==> config.mk <==
export PLATFORM = sky130hd
export DESIGN_NAME = uotg_top
export DESIGN_NICKNAME = d
export VERILOG_FILES = /design/src/hw/uotg_pkg.sv /design/src/hw/uotg_top.sv
export SDC_FILE = /design/constraint.sdc
export NUM_CORES = 1
export LEC_CHECK = 0
export ABC_AREA = 1
export BUFFER_PORTS_ARGS = -buffer_cell sky130_fd_sc_hd__buf_2
export CORE_MARGIN = 8
export CORE_UTILIZATION = 32
export DETAILED_ROUTE_END_ITERATION = 8
export PLACE_DENSITY = 0.63
export RECOVER_POWER = 100
export SLEW_MARGIN = 20
export SYNTH_ARGS = -nofsm -noshare
export SYNTH_HDL_FRONTEND = slang
export SYNTH_SLANG_ARGS = --single-unit
==> constraint.sdc <==
create_clock -name sys_clk -period 4.6 [get_ports sys_clk]
set_clock_uncertainty 0.05 [all_clocks]
set_input_delay 0.46 -clock sys_clk [delete_from_list [all_inputs] [get_ports sys_clk]]
set_output_delay 0.46 -clock sys_clk [all_outputs]
set_load 0.02 [all_outputs]
==> src/hw/uotg_pkg.sv <==
// package for the otg role and vbus status block
package uotg_pkg;
  // register byte offsets
  localparam logic [7:0] OFF_CTRL = 8'h00;
  localparam logic [7:0] OFF_CFG2 = 8'h04;
  localparam logic [7:0] OFF_STAT = 8'h08;
  localparam logic [7:0] OFF_BDTP = 8'h0c;
  localparam logic [7:0] OFF_FRML = 8'h10;
  localparam logic [7:0] OFF_FRMH = 8'h14;
  localparam logic [7:0] OFF_PWM = 8'h18;
  localparam logic [7:0] OFF_HNP = 8'h1c;
  // control register bit positions
  localparam int CTRL_DPPU = 7;
  localparam int CTRL_DMPU = 6;
  localparam int CTRL_DPPD = 5;
  localparam int CTRL_DMPD = 4;
  localparam int CTRL_VBON = 3;
  localparam int CTRL_OTGON = 2;
  // config two bit positions
  localparam int CFG2_SEL = 5;
  localparam int CFG2_DIS = 1;
  // hnp control bit positions
  localparam int HNP_ENABLED = 0;
  localparam int HNP_GRANT = 1;
  localparam int HNP_HOSTEN = 2;
  localparam int HNP_USBEN = 3;
  // status bit positions
  localparam int ST_ID = 7;
  localparam int ST_LSTABLE = 5;
  localparam int ST_SESVLD = 3;
  localparam int ST_B_SESSION_OVER_FLAG = 2;
  localparam int ST_VBVLD = 0;
  // reset values
  localparam logic [7:0] CTRL_RST = 8'h00;
  localparam logic [7:0] CFG2_RST = 8'h00;
  localparam logic [7:0] BDTP_RST = 8'h00;
  localparam logic [15:0] PWM_RST = 16'h0000;
  // timing
  localparam int CLK_MHZ = 200;
  localparam int STABLE_US = 1000;
  localparam int SUSPEND_US = 3000;
  localparam int STABLE_CYC = STABLE_US * CLK_MHZ;
  localparam int SUSPEND_CYC = SUSPEND_US * CLK_MHZ;
  // role negotiation states
  typedef enum logic [2:0] {
    UOTG_HOST = 3'b000,
    UOTG_WAIT_DISC = 3'b001,
    UOTG_PERIPH = 3'b010,
    UOTG_WAIT_ATT = 3'b011,
    UOTG_RESET_BUS = 3'b100
  } uotg_role_t;
  // external comparator inputs
  typedef struct packed {
    logic cmp_a;
    logic cmp_b;
    logic vbus_valid;
    logic sess_valid;
    logic sess_end;
  } uotg_cmp_t;
  // decoded vbus level
  typedef struct packed {
    logic sess_valid;
    logic sess_end;
    logic vbus_valid;
  } uotg_vbus_t;
endpackage

==> src/hw/uotg_top.sv <==
// otg role negotiation, vbus status and data registers
// Function
// RULE1: negotiation only after the a-device enables the b-device for it
// RULE2: negotiation starts only while the link runs at full speed
// RULE3: enabled b-device signals disconnect during suspend by dropping pull-ups
// RULE4: a-device sees bus reset flag and may connect as full-speed function
// RULE5: resume instead of connecting keeps the host role, swap abandoned
// RULE6: b-device on attach becomes host and drives bus reset first
// RULE7: b-device finishing as host stops traffic then enables d+ pull-up
// RULE8: a-device on 3 ms idle drops d+ pull-up, may end vbus
// RULE9: a-device on attach resumes host and drives bus reset
// RULE10: external comparator enable bypasses internal vbus comparators
// RULE11: select bit chooses two-pin pair or three-pin external inputs
// RULE12: three-pin decode of session valid and session end levels
// RULE13: registers except pwm implement only the low byte, upper reads zero
// RULE14: descriptor page is 8 bits with bit 0 fixed at zero
// RULE15: frame low and high give an 11-bit frame count
// RULE16: pwm register holds duty in upper byte, period in lower byte
// RULE17: status bit 7 follows the id pin
// RULE18: status bit 5 set when line state stable for previous 1 ms
// RULE19: status bit 3 shows vbus above session valid
// RULE20: status bit 2 shows vbus below b session end
// RULE21: status bit 0 shows vbus above a vbus valid
// RULE22: otg enable hands pulls to software, else host and module enables; with otg enable the PERIPH role also sets the d+ pull-up
// RULE23: external comparator inputs and id pin pass two synchroniser stages
// RULE24: status bits reset to zero, hardware updated, writes ignored
`timescale 1ns/10ps
`default_nettype none
module uotg_top (
  input wire logic sys_clk,
  input wire logic rst,
  input wire logic wb_cyc_i,
  input wire logic wb_stb_i,
  input wire logic wb_we_i,
  input wire logic [7:0] wb_adr_i,
  input wire logic [3:0] wb_sel_i,
  input wire logic [31:0] wb_dat_i,
  output logic [31:0] wb_dat_o,
  output logic wb_ack_o,
  output logic wb_err_o,
  input wire uotg_pkg::uotg_cmp_t ext_cmp,
  input wire logic id_pin,
  input wire logic int_sess_valid,
  input wire logic int_sess_end,
  input wire logic int_vbus_valid,
  input wire logic line_se0,
  input wire logic line_jstate,
  input wire logic link_full_speed,
  input wire logic bus_reset_irq_flag,
  input wire logic attach_irq_flag,
  input wire logic sof_tick,
  output logic dplus_pullup_enable,
  output logic dminus_pullup_enable,
  output logic dplus_pulldown_enable,
  output logic dminus_pulldown_enable,
  output logic vbus_power_on,
  output logic drive_bus_reset,
  output logic drive_resume,
  output logic is_host
);
  logic [7:0] ctrl;
  logic [7:0] cfg2;
  logic [7:0] hnp;
  logic [7:0] bdtp;
  logic [15:0] pwm;
  logic [10:0] frame;
  logic [7:0] status;
  logic [7:0] next_status;
  logic [8:0] sync1;
  logic [8:0] sync2;
  logic [27:0] stable_cnt;
  logic [27:0] idle_cnt;
  logic [1:0] line_prev;
  logic line_stable;
  logic idle_done;
  logic hnp_dp;
  uotg_pkg::uotg_role_t role;
  uotg_pkg::uotg_role_t next_role;
  uotg_pkg::uotg_vbus_t ext_lvl;
  uotg_pkg::uotg_vbus_t lvl;
  logic req;
  logic wr;
  logic hit;
  logic [31:0] rdata;

  // byte lane write merge
  function automatic logic [7:0] lane(input logic [7:0] old, input logic [7:0] nw,
                                      input logic en);
    lane = en ? nw : old;
  endfunction

  // two-stage synchroniser for pins
  // bits: 8 cmp_a, 7 cmp_b, 6 vbus valid, 5 sess valid, 4 sess end, 3 id, 2 se0, 1 j, 0 bus reset
  always_ff @(posedge sys_clk or posedge rst) begin
    if (rst) begin
      sync1 <= 9'h000;
      sync2 <= 9'h000;
    end else begin
      sync1 <= {ext_cmp, id_pin, line_se0, line_jstate, bus_reset_irq_flag}; // RULE23
      sync2 <= sync1;
    end
  end

  // external comparator decode
  always_comb begin
    if (cfg2[uotg_pkg::CFG2_SEL]) begin // RULE11
      ext_lvl.sess_valid = sync2[5]; // RULE12
      ext_lvl.sess_end = sync2[4] & ~sync2[5];
      ext_lvl.vbus_valid = sync2[6];
    end else begin
      ext_lvl.sess_valid = sync2[7];
      ext_lvl.sess_end = ~sync2[8] & ~sync2[7];
      ext_lvl.vbus_valid = sync2[8] & sync2[7];
    end
  end

  // source select: internal or external comparators
  always_comb begin
    if (cfg2[uotg_pkg::CFG2_DIS]) begin // RULE10
      lvl = ext_lvl;
    end else begin
      lvl.sess_valid = int_sess_valid;
      lvl.sess_end = int_sess_end;
      lvl.vbus_valid = int_vbus_valid;
    end
  end

  // line stable timer over se0 and j state
  always_ff @(posedge sys_clk or posedge rst) begin
    if (rst) begin
      stable_cnt <= 28'h0000000;
      line_prev <= 2'h0;
    end else begin
      line_prev <= sync2[2:1];
      if (line_prev != sync2[2:1]) begin
        stable_cnt <= 28'h0000000; // RULE18
      end else if (stable_cnt < 28'(uotg_pkg::STABLE_CYC)) begin
        stable_cnt <= stable_cnt + 28'h0000001;
      end
    end
  end
  assign line_stable = (stable_cnt >= 28'(uotg_pkg::STABLE_CYC)) && (line_prev == sync2[2:1]);

  // idle timer: j state with no change, used for suspend
  always_ff @(posedge sys_clk or posedge rst) begin
    if (rst) begin
      idle_cnt <= 28'h0000000;
    end else if (!sync2[1] || sync2[2] || line_prev != sync2[2:1]) begin
      idle_cnt <= 28'h0000000;
    end else if (idle_cnt < 28'(uotg_pkg::SUSPEND_CYC)) begin
      idle_cnt <= idle_cnt + 28'h0000001;
    end
  end
  assign idle_done = idle_cnt >= 28'(uotg_pkg::SUSPEND_CYC);

  // status register, hardware driven only
  always_comb begin
    next_status = 8'h00;
    next_status[uotg_pkg::ST_ID] = sync2[3]; // RULE17
    next_status[uotg_pkg::ST_LSTABLE] = line_stable;
    next_status[uotg_pkg::ST_SESVLD] = lvl.sess_valid; // RULE19
    next_status[uotg_pkg::ST_B_SESSION_OVER_FLAG] = lvl.sess_end; // RULE20
    next_status[uotg_pkg::ST_VBVLD] = lvl.vbus_valid; // RULE21
  end

  always_ff @(posedge sys_clk or posedge rst) begin
    if (rst) begin
      status <= 8'h00; // RULE24
    end else begin
      status <= next_status;
    end
  end

  // frame counter, advanced per start of frame
  always_ff @(posedge sys_clk or posedge rst) begin
    if (rst) begin
      frame <= 11'h000;
    end else if (sof_tick) begin
      frame <= frame + 11'h001; // RULE15
    end
  end

  // role state register
  always_ff @(posedge sys_clk or posedge rst) begin
    if (rst) begin
      role <= uotg_pkg::UOTG_HOST;
    end else begin
      role <= next_role;
    end
  end

  // host negotiation sequence for the a-device
  always_comb begin
    next_role = role;
    case (role)
      uotg_pkg::UOTG_HOST: begin
        if (hnp[uotg_pkg::HNP_ENABLED] && link_full_speed) begin // RULE1 RULE2
          next_role = uotg_pkg::UOTG_WAIT_DISC;
        end
      end
      uotg_pkg::UOTG_WAIT_DISC: begin
        if (!hnp[uotg_pkg::HNP_ENABLED] || !link_full_speed) begin
          next_role = uotg_pkg::UOTG_HOST;
        end else if (sync2[0]) begin // RULE3
          if (hnp[uotg_pkg::HNP_GRANT]) begin
            next_role = uotg_pkg::UOTG_PERIPH; // RULE4
          end else begin
            next_role = uotg_pkg::UOTG_HOST; // RULE5
          end
        end
      end
      uotg_pkg::UOTG_PERIPH: begin
        if (idle_done) begin
          next_role = uotg_pkg::UOTG_WAIT_ATT; // RULE7 RULE8
        end
      end
      uotg_pkg::UOTG_WAIT_ATT: begin
        if (attach_irq_flag) begin
          next_role = uotg_pkg::UOTG_RESET_BUS; // RULE9
        end
      end
      uotg_pkg::UOTG_RESET_BUS: begin
        if (sync2[0]) begin
          next_role = uotg_pkg::UOTG_HOST;
        end
      end
      default: next_role = uotg_pkg::UOTG_HOST;
    endcase
  end

  // role outputs
  assign hnp_dp = (role == uotg_pkg::UOTG_PERIPH); // RULE4
  assign drive_resume = (role == uotg_pkg::UOTG_WAIT_DISC) && sync2[0] &&
                        !hnp[uotg_pkg::HNP_GRANT]; // RULE5
  assign drive_bus_reset = (role == uotg_pkg::UOTG_RESET_BUS); // RULE9
  assign is_host = (role != uotg_pkg::UOTG_PERIPH) && (role != uotg_pkg::UOTG_WAIT_ATT);
  assign vbus_power_on = ctrl[uotg_pkg::CTRL_VBON];

  // pull resistor control
  always_comb begin
    if (ctrl[uotg_pkg::CTRL_OTGON]) begin // RULE22
      dplus_pullup_enable = ctrl[uotg_pkg::CTRL_DPPU] | hnp_dp;
      dminus_pullup_enable = ctrl[uotg_pkg::CTRL_DMPU];
      dplus_pulldown_enable = ctrl[uotg_pkg::CTRL_DPPD];
      dminus_pulldown_enable = ctrl[uotg_pkg::CTRL_DMPD];
    end else begin
      dplus_pullup_enable = hnp[uotg_pkg::HNP_USBEN] & ~hnp[uotg_pkg::HNP_HOSTEN];
      dminus_pullup_enable = 1'b0;
      dplus_pulldown_enable = hnp[uotg_pkg::HNP_HOSTEN];
      dminus_pulldown_enable = hnp[uotg_pkg::HNP_HOSTEN];
    end
  end

  // wishbone decode
  assign req = wb_cyc_i & wb_stb_i & ~wb_ack_o & ~wb_err_o;
  assign wr = req & wb_we_i;
  always_comb begin
    hit = 1'b1;
    rdata = 32'h00000000;
    case (wb_adr_i)
      uotg_pkg::OFF_CTRL: rdata[7:0] = ctrl; // RULE13
      uotg_pkg::OFF_CFG2: rdata[7:0] = cfg2;
      uotg_pkg::OFF_STAT: rdata[7:0] = status;
      uotg_pkg::OFF_BDTP: rdata[7:0] = bdtp;
      uotg_pkg::OFF_FRML: rdata[7:0] = frame[7:0];
      uotg_pkg::OFF_FRMH: rdata[7:0] = {5'h00, frame[10:8]};
      uotg_pkg::OFF_PWM: rdata[15:0] = pwm;
      uotg_pkg::OFF_HNP: rdata[7:0] = hnp;
      default: hit = 1'b0;
    endcase
  end

  // bus answer, one cycle after request
  always_ff @(posedge sys_clk or posedge rst) begin
    if (rst) begin
      wb_ack_o <= 1'b0;
      wb_err_o <= 1'b0;
      wb_dat_o <= 32'h00000000;
    end else begin
      wb_ack_o <= req & hit;
      wb_err_o <= req & ~hit;
      wb_dat_o <= (req & hit & ~wb_we_i) ? rdata : 32'h00000000;
    end
  end

  // software registers; status and frame ignore writes
  always_ff @(posedge sys_clk or posedge rst) begin
    if (rst) begin
      ctrl <= uotg_pkg::CTRL_RST;
      cfg2 <= uotg_pkg::CFG2_RST;
      bdtp <= uotg_pkg::BDTP_RST;
      pwm <= uotg_pkg::PWM_RST;
      hnp <= 8'h00;
    end else if (wr) begin
      case (wb_adr_i)
        uotg_pkg::OFF_CTRL: ctrl <= lane(ctrl, wb_dat_i[7:0], wb_sel_i[0]);
        uotg_pkg::OFF_CFG2: cfg2 <= lane(cfg2, wb_dat_i[7:0] & 8'h22, wb_sel_i[0]);
        uotg_pkg::OFF_BDTP: bdtp <= lane(bdtp, wb_dat_i[7:0] & 8'hfe, wb_sel_i[0]); // RULE14
        uotg_pkg::OFF_PWM: begin
          pwm[15:8] <= lane(pwm[15:8], wb_dat_i[15:8], wb_sel_i[1]); // RULE16
          pwm[7:0] <= lane(pwm[7:0], wb_dat_i[7:0], wb_sel_i[0]);
        end
        uotg_pkg::OFF_HNP: hnp <= lane(hnp, wb_dat_i[7:0] & 8'h0f, wb_sel_i[0]);
        default: ctrl <= ctrl;
      endcase
    end
  end
endmodule
`default_nettype wire

After elaboration in Yosys (flattened, before gate mapping)
Index checks and enable logic that the tools add are counted.
- $add $sub $neg: 3
- magnitude comparators: 4
- equality and inequality tests: 20
- multiplexer cells: 22
- bitwise logic cells: 20
- reductions and logical operators: 24
- operators by type and width (kind ; count):
    two-way mux 28 bit ; 4
    case mux 8 bit (8 select lines) ; 1
    adder 28 x 1 -> 28 bit (second input constant) ; 2
    equality test 8 x 5 -> 1 bit (second input constant) ; 4
    greater-or-equal comparator 28 x 18 -> 1 bit (second input constant) ; 1
    greater-or-equal comparator 28 x 20 -> 1 bit (second input constant) ; 1
    < comparator 28 x 18 -> 1 bit (second input constant) ; 1
    < comparator 28 x 20 -> 1 bit (second input constant) ; 1
    two-way mux 3 bit ; 8
    AND reduction 3 bit ; 6
    equality test 8 x 4 -> 1 bit (second input constant) ; 2
    two-way mux 16 bit ; 1
    case mux 3 bit (5 select lines) ; 1
    adder 11 x 1 -> 11 bit (second input constant) ; 1
    bitwise AND 1 bit ; 11
    equality test 8 x 3 -> 1 bit (second input constant) ; 1
    zero test 8 bit ; 1
    two-way mux 8 bit ; 1
    NOT 1 bit ; 8
    OR reduction 8 bit ; 1
    equality test 3 x 2 -> 1 bit (second input constant) ; 2
    inequality test 2 bit (second input constant) ; 3
    inequality test 3 x 2 -> 1 bit (second input constant) ; 2
    logical AND 1 bit ; 5
    other kinds (14) ; 24
- bits in registers: 150
- input port bits: 64
- output and inout port bits: 42
- word-level logic and storage cells: 110

Longest topological paths before layout
Gate-level depths: netlist of the first run.
- word-level depth: 6
- depth in mapped cells: 11
- gate-level depth less buffers: 10

Worst setup path after synthesis of the first run
No wires, ideal clock.
- path type: input to register
- start point: input wb_adr_i[0]
- end point: register pwm[10]
- library setup time: 0.126 ns
- data arrival time: 1.391 ns
- data required time: 4.424 ns
- slack: 3.033 ns
- stages on the path: 7
- path buffers: 1
- cells stage by stage: inv_1 -> nand2_1 -> nor3_4 -> nand2_4 -> nor2_8 -> buf_8 -> o21ai_0
- longest elaborated chain between the ends: 2
- RTL lines (item ; line ; RTL):
    start, declared ; uotg_top.sv:35 ; input wire logic [7:0] wb_adr_i,
    equality test 8 x 5 -> 1 bit ; uotg_top.sv:295 ; case (wb_adr_i)
    AND reduction 3 bit (no source line) ; -- ;
    end signal, assigned ; uotg_top.sv:292 ; pwm <= uotg_pkg::PWM_RST;
    end signal, assigned ; uotg_top.sv:300 ; pwm[15:8] <= lane(pwm[15:8], wb_dat_i[15:8], wb_sel_i[1]);
    end, declared ; uotg_top.sv:65 ; logic [15:0] pwm;
Every way passes these cells.
A chain may end at the register's enable or synchronous reset.

Worst setup path after layout of the first run
- start point: register sync2[2]
- end point: register stable_cnt[7]
- longest elaborated chain between the ends: 2
- elaborated cells on any way between the ends: 3
- those cells by class: 1 x eq/ne; 1 x mux; 1 x reduce/logical
- RTL lines (item ; line ; RTL):
    start, declared ; uotg_top.sv:70 ; logic [8:0] sync2;
    start signal, assigned ; uotg_top.sv:100 ; sync2 <= sync1;
    inequality test 2 bit (*) ; uotg_top.sv:135 ; if (line_prev != sync2[2:1]) begin
    two-way mux 28 bit or nonzero test 2 bit (tied branches) ; -- ;
    end signal, assigned ; uotg_top.sv:138 ; stable_cnt <= stable_cnt + 28'h0000001;
    end, declared ; uotg_top.sv:71 ; logic [27:0] stable_cnt;
Mark *: on every way between the ends. The rest lies on a longest branch, timed or not.

==> report_table.html, run 1 <==
<table>
<tr><th>Metric</th><th>Value</th></tr>
<tr><th colspan="2">Yosys</th></tr>
<tr><td>Mapped Cells</td><td>~900</td></tr>
<tr><td>Number of enable-type register cells in the synthesized netlist</td><td>0</td></tr>
<tr><td>Compound-cell area share of the yosys netlist</td><td>under 10%</td></tr>
<tr><td>Primary flip-flop cell chosen by synthesis mapping</td><td>dfrtp_1</td></tr>
<tr><td>Combinational family with the most area after synthesis</td><td>simple AND/OR/NAND/NOR gates</td></tr>
<tr><td>Share of synthesized cell area in and, or, nand and nor gates</td><td>between 30% and 40%</td></tr>
<tr><td>Sequential share of the synthesized area</td><td>between 50% and 60%</td></tr>
<tr><td>Total of warnings raised by yosys</td><td>0</td></tr>
<tr><td>Synthesized area per cell</td><td>8.08 sq um</td></tr>
<tr><td>Mapped cell area</td><td>~7400 sq um</td></tr>
<tr><td>Adder and majority gate portion of the synthesized area</td><td>less than 1%</td></tr>
<tr><td>Distinct cells, synth</td><td>42</td></tr>
<tr><td>Flip-flop and latch count after synthesis</td><td>150</td></tr>
<tr><td>XOR/XNOR Fraction of Synth Area</td><td>2.85%</td></tr>
<tr><td>Fraction of synthesized area in multiplexers</td><td>less than 1%</td></tr>
<tr><td>Fraction of synthesis flops using an asynchronous set or reset pin</td><td>100%</td></tr>
<tr><th colspan="2">Critical path</th></tr>
<tr><td>WS Path Type</td><td>flip-flop to flip-flop</td></tr>
<tr><td>Setup slack on the worst flop-to-flop path</td><td>1.57 ns</td></tr>
<tr><td>Arr. time, crit path</td><td>about 3.3 ns</td></tr>
<tr><td>Worst R2R Path Depth</td><td>5</td></tr>
<tr><td>Worst R2R Start</td><td>sync2[2]$_DFF_PP0_</td></tr>
<tr><td>Worst setup SP type</td><td>flip-flop</td></tr>
<tr><td>Required time worst endpoint</td><td>slightly below 5 ns</td></tr>
<tr><td>Critical path endpoint category</td><td>flip-flop</td></tr>
<tr><td>Terminus of the critical flop-to-flop path</td><td>stable_cnt[7]$_DFFE_PP0P_</td></tr>
<tr><td>Maximum fanout encountered on the critical timing path</td><td>19</td></tr>
<tr><th colspan="2">Floorplan</th></tr>
<tr><td>Die Y-Extent</td><td>around 170 um</td></tr>
<tr><td>Placement row count</td><td>55</td></tr>
<tr><td>Number of I/O pins</td><td>about 110</td></tr>
<tr><td>Die outline area</td><td>around 28000 sq um</td></tr>
<tr><td>Core Region</td><td>around 23000 sq um</td></tr>
<tr><td>Initial cell density of the core</td><td>about 33%</td></tr>
<tr><td>Chip Width</td><td>168 um</td></tr>
<tr><th colspan="2">Clock network</th></tr>
<tr><td>Post-CTS setup buffers</td><td>0</td></tr>
<tr><td>Count of hold buffers inserted by post-cts repair</td><td>0</td></tr>
<tr><td>Clock edge transition at the registers on the reported setup and hold paths</td><td>roughly 0.07 ns</td></tr>
<tr><td>Cts bufs inserted</td><td>17</td></tr>
<tr><td>Number of buffers between clock root and the deepest sink</td><td>2</td></tr>
<tr><td>Number of gates resized after cts</td><td>0</td></tr>
<tr><td>Clock tree sinks</td><td>150</td></tr>
<tr><td>Root Driver</td><td>clkbuf_16</td></tr>
<tr><td>CTS tree</td><td>done</td></tr>
<tr><td>Number of H-tree levels</td><td>4</td></tr>
<tr><td>Insertion delay to the later sink of the worst-skew pair</td><td>~0.42 ns</td></tr>
<tr><th colspan="2">Placed design</th></tr>
<tr><td>Sum of net half-perimeters after detailed placement</td><td>around 12000 um</td></tr>
<tr><td>Pre-CTS worst setup slack</td><td>2.50 ns</td></tr>
<tr><td>Port-buffer cells</td><td>71</td></tr>
<tr><td>RePlAce Congestion</td><td>between 0.8 and 0.9</td></tr>
<tr><th colspan="2">Final layout</th></tr>
<tr><td>Nets</td><td>between 1000 and 1500</td></tr>
<tr><td>Share of final-layout standard cells stronger than drive strength 1</td><td>~9.9%</td></tr>
<tr><td>Antenna diode instance count</td><td>0</td></tr>
<tr><td>Area growth from synthesis to final layout</td><td>13.8%</td></tr>
<tr><th colspan="2">STA</th></tr>
<tr><td>Endpoints failing setup</td><td>0</td></tr>
<tr><td>Transition time of the tightest slew-check pin</td><td>approximately 1.6 ns</td></tr>
<tr><td>Sum of negative setup slack</td><td>0 ns</td></tr>
<tr><td>F_max</td><td>~330 MHz</td></tr>
<tr><td>Shortest clock period the worst path allows after layout</td><td>3.03 ns</td></tr>
<tr><td>Max transition margin</td><td>-9.72%</td></tr>
<tr><td>Final Hold Viols</td><td>0</td></tr>
<tr><td>Final worst-path cycle share</td><td>65.8%</td></tr>
<tr><td>Fin worst setup slack</td><td>about 1.6 ns</td></tr>
<tr><td>Unrepaired setup endpoints after global routing</td><td>no</td></tr>
<tr><td>Max-slew violation count</td><td>64</td></tr>
<tr><th colspan="2">Pwr</th></tr>
<tr><td>Leakage</td><td>around 4.1 nW</td></tr>
<tr><td>Peak ir drop on the vdd network</td><td>0.213 mV</td></tr>
<tr><td>PwrDens</td><td>~370 nW/um^2</td></tr>
<tr><th colspan="2">Hold path</th></tr>
<tr><td>Hold Path Stages</td><td>1</td></tr>
<tr><td>Origin of the worst min-delay path</td><td>bus_reset_irq_flag</td></tr>
<tr><td>Worst Hold Endpoint</td><td>sync1[0]$_DFF_PP0_</td></tr>
<tr><td>Class of the most critical hold timing path</td><td>primary input to flip-flop</td></tr>
<tr><th colspan="2">GRT</th></tr>
<tr><td>Global-route wire length before repair</td><td>slightly below 30000 um</td></tr>
<tr><td>Via count of the first global-routing pass</td><td>between 5000 and 6000</td></tr>
<tr><td>Overall track demand over capacity in global routing</td><td>roughly an eighth</td></tr>
<tr><td>Antenna violations before repair</td><td>0</td></tr>
<tr><td>Overall overflow remaining after global route</td><td>0</td></tr>
<tr><td>Pin count of the biggest net entering global routing</td><td>91</td></tr>
<tr><th colspan="2">Route</th></tr>
<tr><td>Vias after detailed routing</td><td>between 5000 and 6000</td></tr>
<tr><td>DR DRC count</td><td>0</td></tr>
<tr><td>Antenna Violating Nets Remaining</td><td>0</td></tr>
<tr><td>Count of TritonRoute iterations in the first routing pass</td><td>6</td></tr>
<tr><td>Via/cell ratio</td><td>4.58</td></tr>
<tr><td>Drt first-iter violations</td><td>469</td></tr>
<tr><td>Average wire per standard cell</td><td>13.2 um</td></tr>
<tr><td>DRT Wirelength</td><td>16900 um</td></tr>
<tr><th colspan="2">Job</th></tr>
<tr><td># Max-Cap Violations</td><td>2</td></tr>
<tr><th colspan="2">Run status</th></tr>
<tr><td>Status</td><td>complete, but fails checks</td></tr>
<tr><td>Violated checks</td><td>capacitance limit, slew limit</td></tr>
</table>
power breakdown:
group | leakage, nW | switching [mW] | internal [mW]
Clock | 0.293 | 0.563 | 0.858
Combinational | 1.89 | 0.160 | 0.0804
Sequential | 1.90 | 0.0574 | 1.38
registers in the layout (all words and copies together), names as in the netlist:
register,flops
line_prev,2
wb_dat_o,16
sync2,9
wb_err_o,1
pwm,16
stable_cnt,28
wb_ack_o,1
sync1,9
status,5
role,3
cfg2,2
hnp,4
frame,11
bdtp,7
ctrl,8
idle_cnt,28
stage by stage:
step	total power, mW	cells	cell area, sq um	hold slack [ns]	util (%)
floorplan	1.63	929	7440	0.281	-
global placement	1.70	1256	7940	0.284	35.1
detailed placement	1.71	1256	7940	0.286	35.1
CTS	3.15	1287	8540	0.0705	37.7
global route	3.24	1287	8400	0.0694	37.1
finish	3.10	1287	8400	0.0902	37.1
layout by cell type, fill, tap and decap left out, types with 2 or more instances in the layout:
master,n
nand2_1,261
o21ai_0,61
a21oi_1,10
clkbuf_1,30
xnor2_1,5
nand3_1,73
a31oi_1,2
nand3b_1,3
o21ai_2,2
inv_6,4
clkinv_4,4
dfrtp_1,150
xor2_1,19
inv_1,107
inv_2,3
ha_1,5
conb_1,16
nor2_2,3
or2_2,4
nor2_4,4
nor3_1,15
o21bai_1,2
buf_2,44
bufinv_16,3
nor2_1,120
nand2_2,3
clkinv_2,2
clkbuf_16,17
nand4_1,18
synthesized netlist by cell type, types with 3 or more instances:
cell type    n  area [sq um]
a21oi_1     10          50.1
buf_4       19           143
buf_6        4          45.0
clkbuf_1     5          18.8
dfrtp_1    150          3750
ha_1         5          62.6
inv_1      107           402
inv_2        4          15.0
nand2_1    257           965
nand2_2      5          31.3
nand3_1     72           360
nand3b_1     3          22.5
nand4_1     18           113
nor2_1     116           435
nor2_2       4          25.0
nor2_4       7          78.8
nor3_1      13          65.1
o21ai_0     52           260
o21ai_1      8          40.0
o21ai_2      4          35.0
or2_2        4          25.0
xnor2_1      5          43.8
xor2_1      19           166
worst max-delay path, stage by stage (launching register included):
cell	delay [ns]
dfrtp_1	0.39
or2_0	0.25
a22oi_1	0.90
nand2_1	0.53
clkinvlp_2	0.60
o21ai_0	0.16
cell type report:
| cell class | count | area [sq um] |
|---|---|---|
| Fill cell | 2343 | 14200 |
| Sequential cell | 150 | 3750 |
| Multi-Input combinational cell | 635 | 2930 |
| Inverter | 113 | 435 |
| Clock buffer | 18 | 429 |
| Tap cell | 285 | 357 |
| Timing Repair Buffer | 73 | 329 |
| Clock inverter | 13 | 171 |
cell families after synthesis:
group                    count (synthesis)
flip-flops                             150
multiplexers                             1
XOR/XNOR                                24
adder cells (fa/ha/maj)                  5
other                                    1
AND/OR/NAND/NOR                        509
AO/OA/AOI/OAI                           80
buffers and inverters                  144
per-layer routing:
metal  GRT usage [%]  wire length [um]  vias to the layer above
met1            15.9              8090                     2764
met2            20.1              7870                      138
met3            3.62               881                        8
met5               0                 0                        -
met4            3.77               103                        0
li1                -                 -                     2990
worst max path at each step:
stage | cells past startpoint | start | slack (ns) | endpoint
4_1_cts | 6 | role[0]$_DFFE_PP0P_ | 2.37 | dplus_pullup_enable
3_3_place_gp | 7 | wb_adr_i[0] | 2.48 | pwm[7]$_DFFE_PP0P_
6_report | 5 | sync2[2]$_DFF_PP0_ | 1.57 | stable_cnt[7]$_DFFE_PP0P_
2_1_floorplan | 1 | rst | 0.05 | bdtp[1]$_DFFE_PP0P_
3_5_place_dp | 7 | wb_adr_i[0] | 2.50 | pwm[6]$_DFFE_PP0P_
5_1_grt | 5 | sync2[1]$_DFF_PP0_ | 1.31 | stable_cnt[7]$_DFFE_PP0P_
(Power assumes the default switching activity.)
==> inputs of run 2 (changes only) <==
Settings changed: PLACE_DENSITY 0.63 to 0.62.
Clock period 4.6 ns to 2.9 ns, I/O delays scaled along.
==> report_table.html, run 2 (same netlist as run 1, synthesis figures left out) <==
<table>
<tr><th>Metric</th><th>Value</th></tr>
<tr><th colspan="2">Pwr</th></tr>
<tr><td>Leakage</td><td>4.16 nW (+2.0%)</td></tr>
<tr><td>Peak ir drop on the vdd network</td><td>0.401 mV (+88%)</td></tr>
<tr><td>Internal power</td><td>3.71 mW (+60%)</td></tr>
<tr><td>PwrDens</td><td>582 nW/um^2 (+58%)</td></tr>
<tr><td>Total power</td><td>5.00 mW (+61%)</td></tr>
<tr><td>Switching component of the power</td><td>1.29 mW (+66%)</td></tr>
<tr><td>Proportion of power drawn by flip-flops and latches</td><td>45.6% (-0.7 points)</td></tr>
<tr><td>Switching share of power</td><td>25.8% (+0.63 points)</td></tr>
<tr><td>Clk pwr share</td><td>46.3% (+0.4 points)</td></tr>
<tr><td>Part of the total power dissipated in combinational logic</td><td>8.1% (+0.3 points)</td></tr>
<tr><th colspan="2">GRT</th></tr>
<tr><td>Via count of the first global-routing pass</td><td>5727 (-1.8%)</td></tr>
<tr><td>Antenna violations before repair</td><td>0 (unchanged)</td></tr>
<tr><td>Pin count of the biggest net entering global routing</td><td>58 (-36%)</td></tr>
<tr><td>Overall track demand over capacity in global routing</td><td>12.1% (-0.38 points)</td></tr>
<tr><td>Overall overflow remaining after global route</td><td>0 (unchanged)</td></tr>
<tr><td>Global-route wire length before repair</td><td>28100 um (-2.7%)</td></tr>
<tr><th colspan="2">Critical path</th></tr>
<tr><td>Worst path depth</td><td>6 (+1)</td></tr>
<tr><td>Critical path endpoint category</td><td>flip-flop</td></tr>
<tr><td>Crit path top cell by count</td><td>nand3_1</td></tr>
<tr><td>Required time worst endpoint</td><td>3.13 ns (-1.70 ns)</td></tr>
<tr><td>Maximum fanout encountered on the critical timing path</td><td>18 (-1)</td></tr>
<tr><td>WS Path Type</td><td>flip-flop to flip-flop</td></tr>
<tr><td>Largest delay contributor family on the critical path</td><td>simple AND/OR/NAND/NOR gates</td></tr>
<tr><td>Worst setup SP type</td><td>flip-flop</td></tr>
<tr><td>Worst path buffer plus inverter count</td><td>1 (unchanged)</td></tr>
<tr><td>Setup slack on the worst flop-to-flop path</td><td>0.69 ns (-0.88 ns)</td></tr>
<tr><td>Largest incremental delay on the critical path</td><td>0.61 ns (-0.29 ns)</td></tr>
<tr><td>Cells traversed along the worst timing path</td><td>nor2_1 &gt; nand3_1 &gt; inv_1 &gt; nand3_1 &gt; nor3_2 &gt; o21ai_0</td></tr>
<tr><td>Worst R2R Path Depth</td><td>6 (+1)</td></tr>
<tr><td>Arr. time, crit path</td><td>2.43 ns (-0.83 ns)</td></tr>
<tr><td>Slowest CP cell</td><td>nor3_2</td></tr>
<tr><th colspan="2">STA</th></tr>
<tr><td>F_max</td><td>453 MHz (+37%)</td></tr>
<tr><td>Max-slew violation count</td><td>34 (-47%)</td></tr>
<tr><td>Transition time of the tightest slew-check pin</td><td>1.65 ns (+0.00325 ns)</td></tr>
<tr><td>Shortest clock period the worst path allows after layout</td><td>2.21 ns (-0.821 ns)</td></tr>
<tr><td>Final Hold Viols</td><td>0 (unchanged)</td></tr>
<tr><td>Max transition margin</td><td>-10.5% (-0.82 points)</td></tr>
<tr><td>Unrepaired setup endpoints after global routing</td><td>no</td></tr>
<tr><td>Endpoints failing setup</td><td>0 (unchanged)</td></tr>
<tr><td>Sum of negative setup slack</td><td>0 ns (unchanged)</td></tr>
<tr><td>Final worst-path cycle share</td><td>76.1% (+10 points)</td></tr>
<tr><th colspan="2">Route</th></tr>
<tr><td>Antenna Violating Nets Remaining</td><td>0 (unchanged)</td></tr>
<tr><td>Via/cell ratio</td><td>4.51 (-1.6%)</td></tr>
<tr><td>Drt first-iter violations</td><td>421 (-10%)</td></tr>
<tr><td>Count of TritonRoute iterations in the first routing pass</td><td>5 (-1)</td></tr>
<tr><td>Average wire per standard cell</td><td>12.9 um (-2.4%)</td></tr>
<tr><td>DRT Wirelength</td><td>16700 um (-1.4%)</td></tr>
<tr><td>Vias after detailed routing</td><td>5866 (-0.58%)</td></tr>
<tr><td>DR DRC count</td><td>0 (unchanged)</td></tr>
<tr><th colspan="2">Clock network</th></tr>
<tr><td>Root Driver</td><td>clkbuf_16</td></tr>
<tr><td>Cts bufs inserted</td><td>17 (unchanged)</td></tr>
<tr><td>CTS tree</td><td>done</td></tr>
<tr><td>Insertion delay to the later sink of the worst-skew pair</td><td>0.42 ns (about the same)</td></tr>
<tr><td>Clock edge transition at the registers on the reported setup and hold paths</td><td>0.07 ns (about the same)</td></tr>
<tr><td>Number of H-tree levels</td><td>4 (unchanged)</td></tr>
<tr><td>Number of gates resized after cts</td><td>0 (unchanged)</td></tr>
<tr><td>Number of buffers between clock root and the deepest sink</td><td>2 (unchanged)</td></tr>
<tr><td>Clock tree sinks</td><td>150 (unchanged)</td></tr>
<tr><th colspan="2">Run status</th></tr>
<tr><td>Violated checks</td><td>capacitance limit, slew limit</td></tr>
<tr><td>Status</td><td>complete, but fails checks</td></tr>
<tr><th colspan="2">Hold path</th></tr>
<tr><td>Hold Path Stages</td><td>3 (+2)</td></tr>
<tr><td>Class of the most critical hold timing path</td><td>primary input to flip-flop</td></tr>
<tr><th colspan="2">Final layout</th></tr>
<tr><td>Commonest cells after routing, fill and taps aside</td><td>nand2_1 (259), dfrtp_1 (150), nor2_1 (119)</td></tr>
<tr><td>Post-route standard cell area excluding fillers</td><td>8590 sq um (+2.2%)</td></tr>
<tr><td>Registers with the most flip-flops</td><td>idle_cnt x28, stable_cnt x28</td></tr>
<tr><td>Area growth from synthesis to final layout</td><td>16.4%</td></tr>
<tr><td>Nets</td><td>1071 (+1.1%)</td></tr>
<tr><td>Antenna diode instance count</td><td>0 (unchanged)</td></tr>
<tr><td>Leading cell type in the layout, fill and taps excluded</td><td>nand2_1</td></tr>
<tr><td>Share of final-layout standard cells stronger than drive strength 1</td><td>10.8% (+0.96 points)</td></tr>
<tr><th colspan="2">Job</th></tr>
<tr><td># Max-Cap Violations</td><td>1 (-1)</td></tr>
<tr><th colspan="2">Placed design</th></tr>
<tr><td>Sum of net half-perimeters after detailed placement</td><td>12000 um (+0.75%)</td></tr>
<tr><td>RePlAce Congestion</td><td>0.841 (-0.63%)</td></tr>
<tr><td>Port-buffer cells</td><td>71 (unchanged)</td></tr>
<tr><td>Placed Instance Area</td><td>7970 sq um (+0.39%)</td></tr>
<tr><th colspan="2">Floorplan</th></tr>
<tr><td>Placement row count</td><td>55 (unchanged)</td></tr>
<tr><td>Initial cell density of the core</td><td>32.6% (unchanged)</td></tr>
<tr><td>Chip Width</td><td>168 um (unchanged)</td></tr>
<tr><td>Core Region</td><td>22600 sq um (unchanged)</td></tr>
<tr><td>Die outline area</td><td>28200 sq um (unchanged)</td></tr>
<tr><td>Die Y-Extent</td><td>168 um (unchanged)</td></tr>
<tr><td>Number of I/O pins</td><td>106 (unchanged)</td></tr>
</table>
==> run 2: through the flow <==
stage | instances | util, % | hold WS, ns | setup WS [ns]
6_report | 1300 | 37.9 | 0.0346 | 0.693
5_1_grt | 1300 | 37.9 | 0.0374 | 0.444
4_1_cts | 1300 | 38.4 | 0.000944 | 0.895
3_5_place_dp | 1257 | 35.2 | 0.286 | 0.981
3_3_place_gp | 1257 | 35.2 | 0.282 | 1.00
2_1_floorplan | 929 | - | 0.271 | 0.671
==> run 2: power groups by stage <==
stage	clock [mW]	sequential (mW)	combinational [mW]
after floorplan	0	2.29	0.302
after global placement	0	2.31	0.396
after detailed placement	0	2.32	0.404
after CTS	2.38	2.28	0.418
after global routing	2.46	2.29	0.467
final	2.32	2.28	0.403
==> run 2: worst paths after layout <==
kind,start,endpoint
min reg2reg,sync1[4]$_DFF_PP0_,sync2[4]$_DFF_PP0_
max,wb_ack_o$_DFF_PP0_,hnp[3]$_DFFE_PP0P_
min,wb_dat_i[14],pwm[14]$_DFFE_PP0P_
min in group asynchronous,rst,sync1[0]$_DFF_PP0_
max reg2reg,wb_ack_o$_DFF_PP0_,hnp[3]$_DFFE_PP0P_
max in group asynchronous,rst,sync2[2]$_DFF_PP0_
==> run 2: area by class of cell <==
cell class	count	area, sq um
fill	2341	14000
sequential	150	3750
multi-input combinational	635	2960
timing repair buffer	85	478
inverter	113	433
clock buffer	17	425
tap	285	357
clock inverter	15	189
==> run 2: what timing repair did <==
action / in CTS / in global routing
hold buffers: 11 / 0
setup buffers: 0 / 0
hold endpoints to repair: 42 / 0
setup endpoints to repair: 0 / 0
==> run 2: routing by layer <==
| layer | global-route usage [%] | share of wire [%] | vias up |
|---|---|---|---|
| li1 | - | - | 3009 |
| met1 | 16.0 | 49 | 2717 |
| met2 | 18.9 | 45 | 130 |
| met3 | 3.51 | 5.4 | 10 |
| met4 | 3.22 | 0.70 | 0 |
| met5 | 0 | 0 | - |
==> run 2: tightest hold or removal path, cell delays in order <==
cell,delay [ns]
buf_2,0.08
nand2_1,0.04
o21ai_0,0.06
